<file path="src/hdam_pkg.sv">
package hdam_pkg;

   // Register offsets
   localparam logic [7:0] ADDR_CTRL = 8'h00;
   localparam logic [7:0] ADDR_CTRL2 = 8'h01;
   localparam logic [7:0] ADDR_MODE = 8'h02;
   localparam logic [7:0] ADDR_PLAY = 8'h03;
   localparam logic [7:0] ADDR_PER_HIGH = 8'h04;
   localparam logic [7:0] ADDR_PER_LOW = 8'h05;
   localparam logic [7:0] ADDR_DIRECT_LEVEL = 8'h06;
   localparam logic [7:0] ADDR_COEFF1 = 8'h07;
   localparam logic [7:0] ADDR_COEFF2 = 8'h08;
   localparam logic [7:0] ADDR_COEFF3 = 8'h09;
   localparam logic [7:0] ADDR_FACTOR_HIGH = 8'h0A;
   localparam logic [7:0] ADDR_FACTOR_LOW = 8'h0B;
   localparam logic [7:0] ADDR_IMP_HIGH = 8'h0C;
   localparam logic [7:0] ADDR_IMP_LOW = 8'h0D;
   localparam logic [7:0] ADDR_STATUS = 8'h0E;
   localparam logic [7:0] ADDR_BEMF_LIMIT = 8'h0F;
   localparam logic [7:0] ADDR_DELAY_HIGH = 8'h10;
   localparam logic [7:0] ADDR_DELAY_LOW = 8'h11;

   // Field positions
   localparam int PLAY_START_BIT = 0;
   localparam int PLAY_STOP_BIT = 1;
   localparam int STAT_FAULT_BIT = 0;

   // Play modes
   localparam logic [1:0] MODE_DIRECT = 2'h0;
   localparam logic [1:0] MODE_PWM = 2'h1;
   localparam logic [1:0] MODE_REG_TRIG = 2'h2;
   localparam logic [1:0] MODE_PIN_TRIG = 2'h3;

   // Reset values
   localparam logic [7:0] CTRL_RST = 8'h07;
   localparam logic [7:0] CTRL2_RST = 8'h00;
   localparam logic [7:0] PER_HIGH_RST = 8'h1D;
   localparam logic [6:0] PER_LOW_RST = 7'h26;
   localparam logic [7:0] COEFF1_RST = 8'h61;
   localparam logic [7:0] COEFF2_RST = 8'hB4;
   localparam logic [7:0] COEFF3_RST = 8'hEC;
   localparam logic [7:0] BEMF_LIMIT_RST = 8'hFF;
   localparam logic [15:0] FACTOR_RST = 16'h0100;

   // Period register step and its length in core clocks
   localparam int PERIOD_LSB_PS = 1333320;
   localparam int CLK_PERIOD_PS = 5000;
   localparam int TICK_CYCLES = PERIOD_LSB_PS / CLK_PERIOD_PS;
   localparam logic [8:0] TICK_LAST = 9'(TICK_CYCLES - 1);

   typedef enum logic [1:0] {ST_IDLE, ST_DRIVE, ST_BRAKE} hdam_state_t;

   typedef struct packed {
      logic follow_on;
      logic accel_on;
      logic brake_on;
      logic amp_loop_on;
      logic bemf_sense_on;
      logic shape_sel;
      logic standalone;
      logic narrow_band;
      logic factor_hold;
      logic calib_off;
      logic delay_hold;
      logic [1:0] cap_setting;
      logic [1:0] res_setting;
      logic [1:0] mode;
      logic [7:0] per_high;
      logic [6:0] per_low;
      logic [7:0] direct_level;
      logic [7:0] coeff1;
      logic [7:0] coeff2;
      logic [7:0] coeff3;
      logic [7:0] bemf_limit;
      logic [7:0] delay_high;
      logic [7:0] delay_low;
   } hdam_cfg_t;

   typedef struct packed {
      logic valid;
      logic [7:0] addr;
      logic [7:0] data;
   } hdam_wr_t;

   typedef struct packed {
      logic [1:0] cap_setting;
      logic [1:0] res_setting;
      logic narrow_band;
   } hdam_filter_t;

   typedef struct packed {
      logic sense_on;
      logic delay_hold;
      logic [7:0] delay_high;
      logic [7:0] delay_low;
   } hdam_sense_t;

endpackage

</file>
<file path="src/hdam_drive.sv">
// The register offsets and the strobed register port were left to the implementer.
`timescale 1ns/1ps
// Functional notes
// Braking only after more than three half-periods
// Measure impedance first half-period, update factor once
// Impedance readable as high/low register pair
// Hold plus calib-off skips measurement and update
// Amplitude loop lowers current on large back-EMF
// Host clears follow, accel, brake for wideband
// Period latched at start; live in direct/PWM
// Period change applied at half-period boundary
// Host disables sensing and zeroes delays above 300Hz
// Sixteen points, points 0-4 mirrored per period
// Point 0 zero, point 4 full, coefficients between
// Coefficients reset to sine approximation
// Host sets shape mode, hold, disables loops
// Standalone clears faults on entering inactive
// Short stops drive, loop off, goes inactive
// Half-cycle bit toggles each half-period start
// Host times direct level writes to toggles
// Loop filter cap, res and narrow-band settings
// Host sets narrow band above 1 mH
// Register writes staged into core domain first
module hdam_drive
   import hdam_pkg::*;
(
   input wire logic clock,
   input wire logic reset_n,
   input wire logic clk_en,
   input wire logic [7:0] bus_addr,
   input wire logic [7:0] bus_wdata,
   input wire logic bus_write,
   input wire logic bus_read,
   output logic [7:0] bus_rdata,
   input wire logic play_pin,
   input wire logic [7:0] pwm_level,
   input wire logic [9:0] imp_sample,
   input wire logic [7:0] bemf_level,
   input wire logic short_circuit,
   output logic [7:0] drive_level,
   output logic drive_polarity,
   output logic current_loop_on,
   output logic drive_active,
   output logic braking,
   output logic fault_active,
   output logic half_cycle,
   output logic follow_on,
   output logic accel_on,
   output logic [15:0] voltage_current_factor,
   output hdam_filter_t filter_cfg,
   output hdam_sense_t sense_cfg
);

   hdam_cfg_t cfg_reg, cfg_next;
   hdam_wr_t stage_reg, stage_next;
   hdam_state_t state_reg, state_next;
   logic [7:0] rdata_reg, rdata_next;
   logic [8:0] tick_reg, tick_next;
   logic [10:0] slot_reg, slot_next;
   logic [3:0] point_reg, point_next;
   logic [2:0] halves_reg, halves_next;
   logic [14:0] per_act_reg, per_act_next;
   logic [7:0] amp_reg, amp_next;
   logic [7:0] level_reg, level_next;
   logic [9:0] imp_reg, imp_next;
   logic [15:0] factor_reg, factor_next;
   logic fault_reg, fault_next;
   logic toggle_reg, toggle_next;
   logic loop_reg, loop_next;
   logic start_req, stop_req, tick, slot_done, half_start, skip_cal;
   logic [10:0] slot_len;
   logic [2:0] mirror;
   logic [8:0] shape;
   logic [16:0] product;
   logic [7:0] base_amp;
   logic [7:0] excess;

   assign slot_len = (per_act_reg[14:4] == 11'h000) ? 11'h001 : per_act_reg[14:4];
   assign tick = (tick_reg == TICK_LAST);
   assign slot_done = tick && (slot_reg >= slot_len - 11'h001);
   assign half_start = (state_reg != ST_IDLE) && slot_done && (point_reg[2:0] == 3'h7);
   assign skip_cal = cfg_reg.factor_hold && cfg_reg.calib_off;

   always_comb begin
      // Register side
      cfg_next = cfg_reg;
      stage_next = '{valid: bus_write, addr: bus_addr, data: bus_wdata};
      start_req = play_pin && (cfg_reg.mode == MODE_PIN_TRIG);
      stop_req = 1'b0;
      factor_next = factor_reg;
      fault_next = fault_reg;
      if (stage_reg.valid) begin
         unique case (stage_reg.addr)
            ADDR_CTRL: begin
               {cfg_next.narrow_band, cfg_next.standalone, cfg_next.shape_sel,
                cfg_next.bemf_sense_on, cfg_next.amp_loop_on, cfg_next.brake_on,
                cfg_next.accel_on, cfg_next.follow_on} = stage_reg.data;
            end
            ADDR_CTRL2: begin
               {cfg_next.res_setting, cfg_next.cap_setting, cfg_next.delay_hold,
                cfg_next.calib_off, cfg_next.factor_hold} = stage_reg.data[6:0];
            end
            ADDR_MODE: cfg_next.mode = stage_reg.data[1:0];
            ADDR_PLAY: begin
               start_req = stage_reg.data[PLAY_START_BIT] || start_req;
               stop_req = stage_reg.data[PLAY_STOP_BIT];
            end
            ADDR_PER_HIGH: cfg_next.per_high = stage_reg.data;
            ADDR_PER_LOW: cfg_next.per_low = stage_reg.data[6:0];
            ADDR_DIRECT_LEVEL: cfg_next.direct_level = stage_reg.data;
            ADDR_COEFF1: cfg_next.coeff1 = stage_reg.data;
            ADDR_COEFF2: cfg_next.coeff2 = stage_reg.data;
            ADDR_COEFF3: cfg_next.coeff3 = stage_reg.data;
            ADDR_FACTOR_HIGH: factor_next[15:8] = stage_reg.data;
            ADDR_FACTOR_LOW: factor_next[7:0] = stage_reg.data;
            ADDR_STATUS: begin
               if (stage_reg.data[STAT_FAULT_BIT]) begin
                  fault_next = 1'b0;
               end
            end
            ADDR_BEMF_LIMIT: cfg_next.bemf_limit = stage_reg.data;
            ADDR_DELAY_HIGH: cfg_next.delay_high = stage_reg.data;
            ADDR_DELAY_LOW: cfg_next.delay_low = stage_reg.data;
            default: ;
         endcase
      end

      // Readback, one cycle after the strobe
      rdata_next = 8'h00;
      if (bus_read) begin
         unique case (bus_addr)
            ADDR_CTRL: rdata_next = {cfg_reg.narrow_band, cfg_reg.standalone, cfg_reg.shape_sel,
                                     cfg_reg.bemf_sense_on, cfg_reg.amp_loop_on, cfg_reg.brake_on,
                                     cfg_reg.accel_on, cfg_reg.follow_on};
            ADDR_CTRL2: rdata_next = {1'b0, cfg_reg.res_setting, cfg_reg.cap_setting,
                                      cfg_reg.delay_hold, cfg_reg.calib_off, cfg_reg.factor_hold};
            ADDR_MODE: rdata_next = {6'h00, cfg_reg.mode};
            ADDR_PER_HIGH: rdata_next = cfg_reg.per_high;
            ADDR_PER_LOW: rdata_next = {1'b0, cfg_reg.per_low};
            ADDR_DIRECT_LEVEL: rdata_next = cfg_reg.direct_level;
            ADDR_COEFF1: rdata_next = cfg_reg.coeff1;
            ADDR_COEFF2: rdata_next = cfg_reg.coeff2;
            ADDR_COEFF3: rdata_next = cfg_reg.coeff3;
            ADDR_FACTOR_HIGH: rdata_next = factor_reg[15:8];
            ADDR_FACTOR_LOW: rdata_next = factor_reg[7:0];
            ADDR_IMP_HIGH: rdata_next = imp_reg[9:2];
            ADDR_IMP_LOW: rdata_next = {6'h00, imp_reg[1:0]};
            ADDR_STATUS: rdata_next = {4'h0, braking, drive_active, toggle_reg, fault_reg};
            ADDR_BEMF_LIMIT: rdata_next = cfg_reg.bemf_limit;
            ADDR_DELAY_HIGH: rdata_next = cfg_reg.delay_high;
            ADDR_DELAY_LOW: rdata_next = cfg_reg.delay_low;
            default: rdata_next = 8'h00;
         endcase
      end

      // Amplitude for the coming half-period
      base_amp = (cfg_reg.mode == MODE_PWM) ? pwm_level : cfg_reg.direct_level;
      excess = 8'h00;
      if (cfg_reg.amp_loop_on && (bemf_level > cfg_reg.bemf_limit)) begin
         excess = bemf_level - cfg_reg.bemf_limit;
      end

      // Drive engine
      state_next = state_reg;
      tick_next = 9'h000;
      slot_next = slot_reg;
      point_next = point_reg;
      halves_next = halves_reg;
      per_act_next = per_act_reg;
      amp_next = amp_reg;
      imp_next = imp_reg;
      toggle_next = toggle_reg;
      loop_next = loop_reg;
      unique case (state_reg)
         ST_IDLE: begin
            loop_next = 1'b0;
            if (cfg_reg.standalone) begin
               fault_next = 1'b0;
            end
            if (start_req && !(fault_reg && !cfg_reg.standalone)) begin
               state_next = ST_DRIVE;
               loop_next = 1'b1;
               slot_next = 11'h000;
               point_next = 4'h0;
               halves_next = 3'h0;
               per_act_next = {cfg_reg.per_high, cfg_reg.per_low};
               amp_next = (base_amp > excess) ? base_amp - excess : 8'h00;
               toggle_next = !toggle_reg;
            end
         end
         ST_DRIVE, ST_BRAKE: begin
            tick_next = tick ? 9'h000 : tick_reg + 9'h001;
            if (tick) begin
               slot_next = slot_done ? 11'h000 : slot_reg + 11'h001;
            end
            if (slot_done) begin
               point_next = point_reg + 4'h1;
            end
            if (half_start) begin
               toggle_next = !toggle_reg;
               halves_next = (halves_reg == 3'h4) ? halves_reg : halves_reg + 3'h1;
               amp_next = (base_amp > excess) ? base_amp - excess : 8'h00;
               if (cfg_reg.mode == MODE_DIRECT || cfg_reg.mode == MODE_PWM) begin
                  per_act_next = {cfg_reg.per_high, cfg_reg.per_low};
               end
               if (state_reg == ST_DRIVE && halves_reg == 3'h0 && !skip_cal) begin
                  imp_next = imp_sample;
                  factor_next = {6'h00, imp_sample};
               end
               if (state_reg == ST_BRAKE) begin
                  state_next = ST_IDLE;
               end
            end
            if (stop_req && state_reg == ST_DRIVE) begin
               if (cfg_reg.brake_on && halves_reg > 3'h3) begin
                  state_next = ST_BRAKE;
                  slot_next = 11'h000;
                  point_next = 4'h0;
                  tick_next = 9'h000;
                  toggle_next = !toggle_reg;
               end else begin
                  state_next = ST_IDLE;
               end
            end
         end
      endcase
      if (short_circuit) begin
         state_next = ST_IDLE;
         loop_next = 1'b0;
         fault_next = 1'b1;
      end
      if (state_next == ST_IDLE) begin
         tick_next = 9'h000;
         point_next = 4'h0;
      end

      // Shape: points 0..4 then mirrored back down each half-period
      mirror = point_next[2] && (point_next[1:0] != 2'h0) ? 3'(3'h0 - point_next[2:0])
                                                         : point_next[2:0];
      shape = 9'h100;
      if (cfg_reg.shape_sel) begin
         unique case (mirror)
            3'h0: shape = 9'h000;
            3'h1: shape = {1'b0, cfg_reg.coeff1};
            3'h2: shape = {1'b0, cfg_reg.coeff2};
            3'h3: shape = {1'b0, cfg_reg.coeff3};
            default: shape = 9'h100;
         endcase
      end
      product = amp_next * shape;
      level_next = (state_next == ST_IDLE) ? 8'h00 : product[15:8];
   end

   always_ff @(posedge clock or negedge reset_n) begin
      if (!reset_n) begin
         cfg_reg <= '{follow_on: CTRL_RST[0], accel_on: CTRL_RST[1], brake_on: CTRL_RST[2],
                      amp_loop_on: CTRL_RST[3], bemf_sense_on: CTRL_RST[4],
                      shape_sel: CTRL_RST[5], standalone: CTRL_RST[6],
                      narrow_band: CTRL_RST[7], factor_hold: CTRL2_RST[0],
                      calib_off: CTRL2_RST[1], delay_hold: CTRL2_RST[2],
                      cap_setting: CTRL2_RST[4:3], res_setting: CTRL2_RST[6:5],
                      mode: MODE_DIRECT, per_high: PER_HIGH_RST, per_low: PER_LOW_RST,
                      direct_level: 8'h00, coeff1: COEFF1_RST, coeff2: COEFF2_RST,
                      coeff3: COEFF3_RST, bemf_limit: BEMF_LIMIT_RST,
                      delay_high: 8'h00, delay_low: 8'h00};
         stage_reg <= '0;
         state_reg <= ST_IDLE;
         rdata_reg <= 8'h00;
         tick_reg <= 9'h000;
         slot_reg <= 11'h000;
         point_reg <= 4'h0;
         halves_reg <= 3'h0;
         per_act_reg <= {PER_HIGH_RST, PER_LOW_RST};
         amp_reg <= 8'h00;
         level_reg <= 8'h00;
         imp_reg <= 10'h000;
         factor_reg <= FACTOR_RST;
         fault_reg <= 1'b0;
         toggle_reg <= 1'b0;
         loop_reg <= 1'b0;
      end else if (clk_en) begin
         cfg_reg <= cfg_next;
         stage_reg <= stage_next;
         state_reg <= state_next;
         rdata_reg <= rdata_next;
         tick_reg <= tick_next;
         slot_reg <= slot_next;
         point_reg <= point_next;
         halves_reg <= halves_next;
         per_act_reg <= per_act_next;
         amp_reg <= amp_next;
         level_reg <= level_next;
         imp_reg <= imp_next;
         factor_reg <= factor_next;
         fault_reg <= fault_next;
         toggle_reg <= toggle_next;
         loop_reg <= loop_next;
      end
   end

   assign bus_rdata = rdata_reg;
   assign drive_level = level_reg;
   assign drive_polarity = point_reg[3] ^ (state_reg == ST_BRAKE);
   assign current_loop_on = loop_reg;
   assign drive_active = (state_reg != ST_IDLE);
   assign braking = (state_reg == ST_BRAKE);
   assign fault_active = fault_reg;
   assign half_cycle = toggle_reg;
   assign follow_on = cfg_reg.follow_on;
   assign accel_on = cfg_reg.accel_on;
   assign voltage_current_factor = factor_reg;
   assign filter_cfg = '{cap_setting: cfg_reg.cap_setting, res_setting: cfg_reg.res_setting,
                         narrow_band: cfg_reg.narrow_band};
   assign sense_cfg = '{sense_on: cfg_reg.bemf_sense_on, delay_hold: cfg_reg.delay_hold,
                        delay_high: cfg_reg.delay_high, delay_low: cfg_reg.delay_low};
endmodule // hdam_drive

</file>
<file path="config.mk">
export PLATFORM = sky130hd
export DESIGN_NAME = hdam_drive
export DESIGN_NICKNAME = d
export VERILOG_FILES = /design/src/hdam_pkg.sv /design/src/hdam_drive.sv
export SDC_FILE = /design/constraint.sdc
export NUM_CORES = 1
export LEC_CHECK = 0
export BUFFER_PORTS_ARGS = -buffer_cell sky130_fd_sc_hd__buf_2
export CORE_MARGIN = 3
export CORE_UTILIZATION = 30
export DETAILED_ROUTE_END_ITERATION = 8
export MAX_ROUTING_LAYER = met4
export PLACE_DENSITY = 0.45
export RECOVER_POWER = 50
export SETUP_SLACK_MARGIN = 0.15
export SLEW_MARGIN = 5
export SYNTH_ARGS = -nofsm -noshare
export SYNTH_HDL_FRONTEND = slang
export SYNTH_SLANG_ARGS = --single-unit
</file>
<file path="constraint.sdc">
create_clock -name clock -period 8.8 [get_ports clock]
set_input_delay 1.76 -clock clock [delete_from_list [all_inputs] [get_ports clock]]
set_output_delay 1.76 -clock clock [all_outputs]
set_load 0.02 [all_outputs]
</file>
=== Word level (Yosys, flattened, before mapping) ===
Cells that the tools add are included.

* Bits in latches: 0
* Memory bits (read-only): 0
* Register bits after elaboration: 202
* RAM bits: 0
* Memories: 0
* Logic and storage cells: 219
* Output and inout port bits: 63
* Bits of input ports: 49

* Div/mod/pow operators: 0
* Multipliers: 1
* Add/subtract/negate cells: 8
* Bitwise operators: 1
* Multiplexer cells: 69
* $lt $le $gt $ge: 4
* Reductions and logical operators: 49
* Equal/unequal tests: 46
* Shifts and indexed selects: 0

{| class="wikitable"
|+ Operator list
! operator !! number
|-
| $pmux W8 S17 || 1
|-
| $eq A8 B4 Y1 const B || 14
|-
| $mux W8 || 9
|-
| $mux W11 || 6
|-
| $eq A8 B3 Y1 const B || 8
|-
| $mux W16 || 4
|-
| $mux W9 || 6
|-
| $mux W15 || 3
|-
| $pmux W9 S4 || 1
|-
| $reduce_and A3 Y1 || 12
|-
| $eq A8 B5 Y1 const B || 4
|-
| $pmux W15 S2 || 1
|-
| $eq A8 B2 Y1 const B || 3
|-
| $pmux W11 S2 || 1
|-
| $mux W4 || 5
|-
| $mux W1 || 17
|-
| $eq A8 B1 Y1 const B || 2
|-
| $gt A8 B8 Y1 || 2
|-
| $logic_not A8 Y1 || 2
|-
| $mul A8 B9 Y16 || 1
|-
| $pmux W8 S2 || 1
|-
| $sub A8 B8 Y8 || 2
|-
| $logic_and A1 B1 Y1 || 13
|-
| $mux W2 || 6
|-
| 31 further kinds || 54
|}

=== Longest topological paths before layout ===
* Depth in word-level cells: 21
* Depth in mapped cells: 39
* Gate-level depth less buffers: 39

=== Worst setup path before layout ===
Ideal clock, no wire load.

* Path kind: input -> register
* Start: in bemf_level[0]
* End: reg level_reg[5], in the netlist drive_level[5]
* Required time: 8.697 ns
* Buffers on the path: 0
* Library setup time: 0.103 ns
* Slack: -0.883 ns
* Cell stages on the path: 38
* Arrival: 9.580 ns
* Cell sequence: inv_1 -> ha_1 -> inv_1 -> fa_1 -> a21o_1 -> a21o_1 -> a21o_1 -> a21oi_1 -> nor2b_1 -> o21ai_0 -> a21oi_1 -> nor2b_1 -> ha_1 -> inv_1 -> fa_1 -> a21o_1 -> a21oi_1 -> o21ai_0 -> [2 not listed] -> nor2_1 -> a22oi_1 -> nor2_1 -> fa_1 -> inv_1 -> fa_1 -> inv_1 -> fa_1 -> fa_1 -> ha_1 -> and4b_1 -> nand3_1 -> nor4_1 -> o21ai_1 -> a2111oi_4 -> o21ai_1 -> and3_1 -> o41ai_2

* Word-level cells in the longest chain between the ends: 9
* Elaborated cells on any way between the ends: 12
* Classes of those cells: 2 x add/sub; 1 x mul; 2 x order compare; 6 x mux; 1 x reduce/logical

{| class="wikitable"
|+ RTL lines
! what !! line !! RTL
|-
| from (decl) || hdam_drive.sv:38 || <nowiki>input wire logic [7:0] bemf_level,</nowiki>
|-
| $gt A8 B8 Y1 || hdam_drive.sv:159 || <nowiki>if (cfg_reg.amp_loop_on && (bemf_level > cfg_reg.bemf_limit)) begin</nowiki>
|-
| $logic_and A1 B1 Y1 || hdam_drive.sv:159 ||
|-
| $mux W8 (*) || hdam_drive.sv:159 ||
|-
| $sub A8 B8 Y8 / $gt A8 B8 Y1 (equally long branches) || hdam_drive.sv:187, hdam_drive.sv:202 ||
|-
| $mux W8 (*) || hdam_drive.sv:187, hdam_drive.sv:202 ||
|-
| $mux W8, on equally long branches || hdam_drive.sv:199, hdam_drive.sv:180 ||
|-
| $pmux W8 S2 (*) || hdam_drive.sv:174 || <nowiki>unique case (state_reg)</nowiki>
|-
| $mul A8 B9 Y16 (*) || hdam_drive.sv:250 || <nowiki>product = amp_next * shape;</nowiki>
|-
| $mux W8 (*) || hdam_drive.sv:251 || <nowiki>level_next = (state_next == ST_IDLE) ? 8'h00 : product[15:8];</nowiki>
|-
| to (signal assigned) || hdam_drive.sv:292 || <nowiki>level_reg <= level_next;</nowiki>
|-
| to (decl) || hdam_drive.sv:64 || <nowiki>logic [7:0] level_reg, level_next;</nowiki>
|}

Every way passes the cells marked *; elsewhere a longest branch is shown, timed or not.
A chain may end at the register's enable or synchronous reset.

=== Final worst setup path ===
* Start: in bemf_level[0]
* End: reg level_reg[4], in the netlist drive_level[4]

The elaborated chain is that of the path after synthesis.

==> insert_results.sql <==
INSERT INTO impl_metrics (metric_group, metric, value, unit) VALUES
('route', 'postRouteAntennaNets', '0', ''),
('power_and_ir_drop', 'power.net_switching', '0.001035', 'W'),
('critical_path', 'critPathLaunchType', 'input pin', ''),
('floorplanning', 'initial_utilization', '30.61', '%'),
('clock_tree', 'clock_insertion_delay_worst_skew', '0.46', 'ns'),
('sta', 'layout_worst_path_cycle_share', '101.5', '%'),
('run', 'cap_viol_max_count', '2', ''),
('grt', 'first_pass_grt_wire_length', '67.79', 'mm'),
('synthesis', 'synth-async-reset-ratio', '100.0', '%'),
('critical_path', 'cpMostUsedCell', 'fa_1', ''),
('clock_tree', 'clock-sinks', '198', ''),
('critical_path', 'cpPeakStageDelay', '0.51', 'ns'),
('sta', 'clock-skew-final', '0.01189', 'ns'),
('synthesis', 'synth_area_leader_cell', 'dfrtp_1', ''),
('critical_path', 'worst-setup-path-type', 'input pin to register', ''),
('sta', 'drv_slew', '125', ''),
('power_and_ir_drop', 'p_leak', '7.684', 'nW'),
('layout', 'layout.cells.most_common_list', '163 x buf_4, 162 x dfrtp_1, 121 x mux2_2', ''),
('sta', 'rsz_0062_raised_after_global_routing', 'true', ''),
('place', 'routabilityCongestion', '0.8787', ''),
('outcome', 'failed_checks', 'capacitance limit, slew limit, setup timing', ''),
('power_and_ir_drop', 'power_frac_clock', '26.1', '%'),
('place', 'hpwl', '33.15', 'mm'),
('synthesis', 'synth.area.top_cells', 'dfrtp_1 31%, mux2_2 10%, dfstp_2 7.1%, ha_1 6.9%, fa_1 6.3%', ''),
('critical_path', 'worst_ep_required_time', '9.16', 'ns'),
('outcome', 'run_status', 'complete, but fails checks', ''),
('critical_path', 'cp_data_arrival_time', '9.29', 'ns'),
('sta', 'fmax', '0.1120', 'GHz'),
('critical_path', 'worst_setup_path_end_kind', 'register', ''),
('route', 'drt-pass1-iter-count', '5', ''),
('synthesis', 'yosys.cell_types.count', '83', ''),
('floorplanning', 'area_of_the_core', '43360', 'um2'),
('grt', 'maximum_number_of_pins_on_one_net_before_global_route_repair', '78', ''),
('route', 'drt_first_iter_violations', '693', ''),
('route', 'avgRoutedWirePerCell', '20.28', 'um'),
('grt', 'antenna_found_initial', '1', ''),
('min_path', 'min_delay_path_depth', '1', ''),
('sta', 'post-route-worst-setup-slack', '-0.1278', 'ns'),
('power_and_ir_drop', 'power-per-cell-area', '176.7', 'nW/um2'),
('route', 'finalWirelength', '43.77', 'mm'),
('layout', 'largest_reg_flops', '63', ''),
('synthesis', 'top_reg_cell_synth', 'dfrtp_1', ''),
('power_and_ir_drop', 'internal-power', '0.001850', 'W'),
('critical_path', 'ff2ff_path_depth', '38', ''),
('route', 'via_per_inst', '5.032', ''),
('critical_path', 'crit_family', 'compound AO/OA/AOI/OAI gates', ''),
('synthesis', 'ys_seq_elements', '198', ''),
('synthesis', 'syn-cell-area', '13270', 'um2'),
('synthesis', 'number_of_instances_in_the_synthesized_netlist', '1332', ''),
('clock_tree', 'worst_setup_hold_path_clk_slew', '0.07', 'ns'),
('power_and_ir_drop', 'sum_of_internal_switching_and_leakage_power', '0.002886', 'W'),
('min_path', 'hold_path_startpoint', 'bus_rdata[7]', ''),
('place', 'place.port_buffers', '111', ''),
('layout', 'layout.core_utilization', '37.66', '%'),
('critical_path', 'cp_num_cells', '38', ''),
('layout', 'layout.cells.most_common', 'buf_4', ''),
('sta', 'setup-violations-final', '6', ''),
('clock_tree', 'numCtsBuffers', '17', ''),
('sta', 'final.min_clock_period', '8.928', 'ns'),
('floorplanning', 'top_level_ports', '112', ''),
('clock_tree', 'clock_tree.root_cell', 'clkbuf_16', ''),
('grt', 'number_of_global_route_vias_before_repair', '11117', ''),
('grt', 'globalRouteOverflowTotal', '0', ''),
('floorplanning', 'die_area', '46800', 'um2'),
('sta', 'finalSetupTns', '-0.3836', 'ns'),
('floorplanning', 'std_cell_rows', '76', ''),
('layout', 'syn_to_final_growth', '23.02', '%'),
('power_and_ir_drop', 'power_frac_comb', '36.2', '%'),
('power_and_ir_drop', 'share_seq_of_total_power', '37.7', '%'),
('synthesis', 'synth_top_cell_area_share', '30.54', '%'),
('grt', 'total_global_route_track_usage', '19.39', '%');
==> power by group through the flow <==
stage,clock network (W),logic (W),registers (W)
2_1_floorplan,0,0.000552,0.00109
3_3_place_gp,0,0.000949,0.00111
3_5_place_dp,0,0.000960,0.00110
4_1_cts,0.000775,0.00101,0.00109
5_1_grt,0.000814,0.00116,0.00110
6_report,0.000754,0.00104,0.00109
==> kinds of logic (layout without fill, tap and decap cells) <==
kind of cell	after synthesis	in the layout	share of synthesized area, %
AO/OA/AOI/OAI	303	303	15.68
XOR/XNOR	28	28	1.848
adder cells (fa/ha/maj)	115	115	13.22
buffers and inverters	166	406	5.373
flip-flops	198	198	37.67
multiplexers	146	146	12.25
other	0	1	0
AND/OR/NAND/NOR	376	376	13.97
==> Yosys cell counts (5+ instances only) <==
master     instances
dfrtp_1          162
mux2_2           121
nor2_1           118
inv_1             97
nand2_1           93
ha_1              73
o21ai_0           64
a21oi_1           62
fa_1              42
clkbuf_1          37
dfstp_2           36
nand3_1           28
mux2i_1           24
buf_4             23
or2_2             22
a22oi_1           21
nor3_1            20
a21o_1            18
o22ai_1           18
nand4_1           16
xor2_1            16
nand2b_1          13
and3_1            12
nor2b_1           12
xnor2_1           12
a22o_1            11
o21a_1            10
a221oi_1           8
a31oi_1            8
o21ai_1            8
o2bb2ai_1          8
nor3b_1            7
o32ai_1            7
o211ai_1           6
a21boi_0           5
buf_1              5
==> through the flow <==
stage,cells,setup slack (ns),instance area (um2)
2_1_floorplan,1332,-0.2848,13380
3_3_place_gp,2100,-0.6730,15380
3_5_place_dp,2100,-0.7853,15380
4_1_cts,2153,-0.04337,16130
5_1_grt,2158,-0.4804,16330
6_report,2158,-0.1278,16330
==> layout make-up <==
type / count / area, um2 / share of cell area [%]
multi-input combinational: 968 / 7864 / 48.16
sequential: 198 / 5000 / 30.62
timing repair buffer: 277 / 1823 / 11.16
tap: 585 / 732.0 / 4.483
clock buffer: 21 / 450.4 / 2.759
inverter: 98 / 382.9 / 2.345
clock inverter: 10 / 73.82 / 0.4521
antenna: 1 / 2.502 / 0.01533
==> worst max path at each step <==
| stage | startpoint | slack, ns | to |
|---|---|---|---|
| detailed placement | bemf_level[0] | -0.79 | drive_level[6] |
| finish | bemf_level[0] | -0.13 | drive_level[4] |
| global placement | bemf_level[0] | -0.67 | drive_level[6] |
| global route | bemf_level[0] | -0.48 | drive_level[4] |
| floorplan | bemf_level[0] | -0.28 | drive_level[6] |
| CTS | bemf_level[0] | -0.04 | drive_level[4] |
==> routing by layer <==
metal	GRT usage, %	wire length (um)	vias up
met5	-	0	-
met1	26.17	20930	5340
met4	5.515	928	0
li1	-	-	5222
met2	30.35	20200	239
met3	3.029	1707	57
==> repair_timing <==
item / CTS / global route
buffers inserted: 22 / 4
gates cloned: 0 / 0
pin swaps: 18 / 22
gates resized for setup: 16 / 38
setup endpoints to repair: 8 / 8
hold buffers: 0 / 0
No activity file was read; power rests on OpenSTA's default activity.
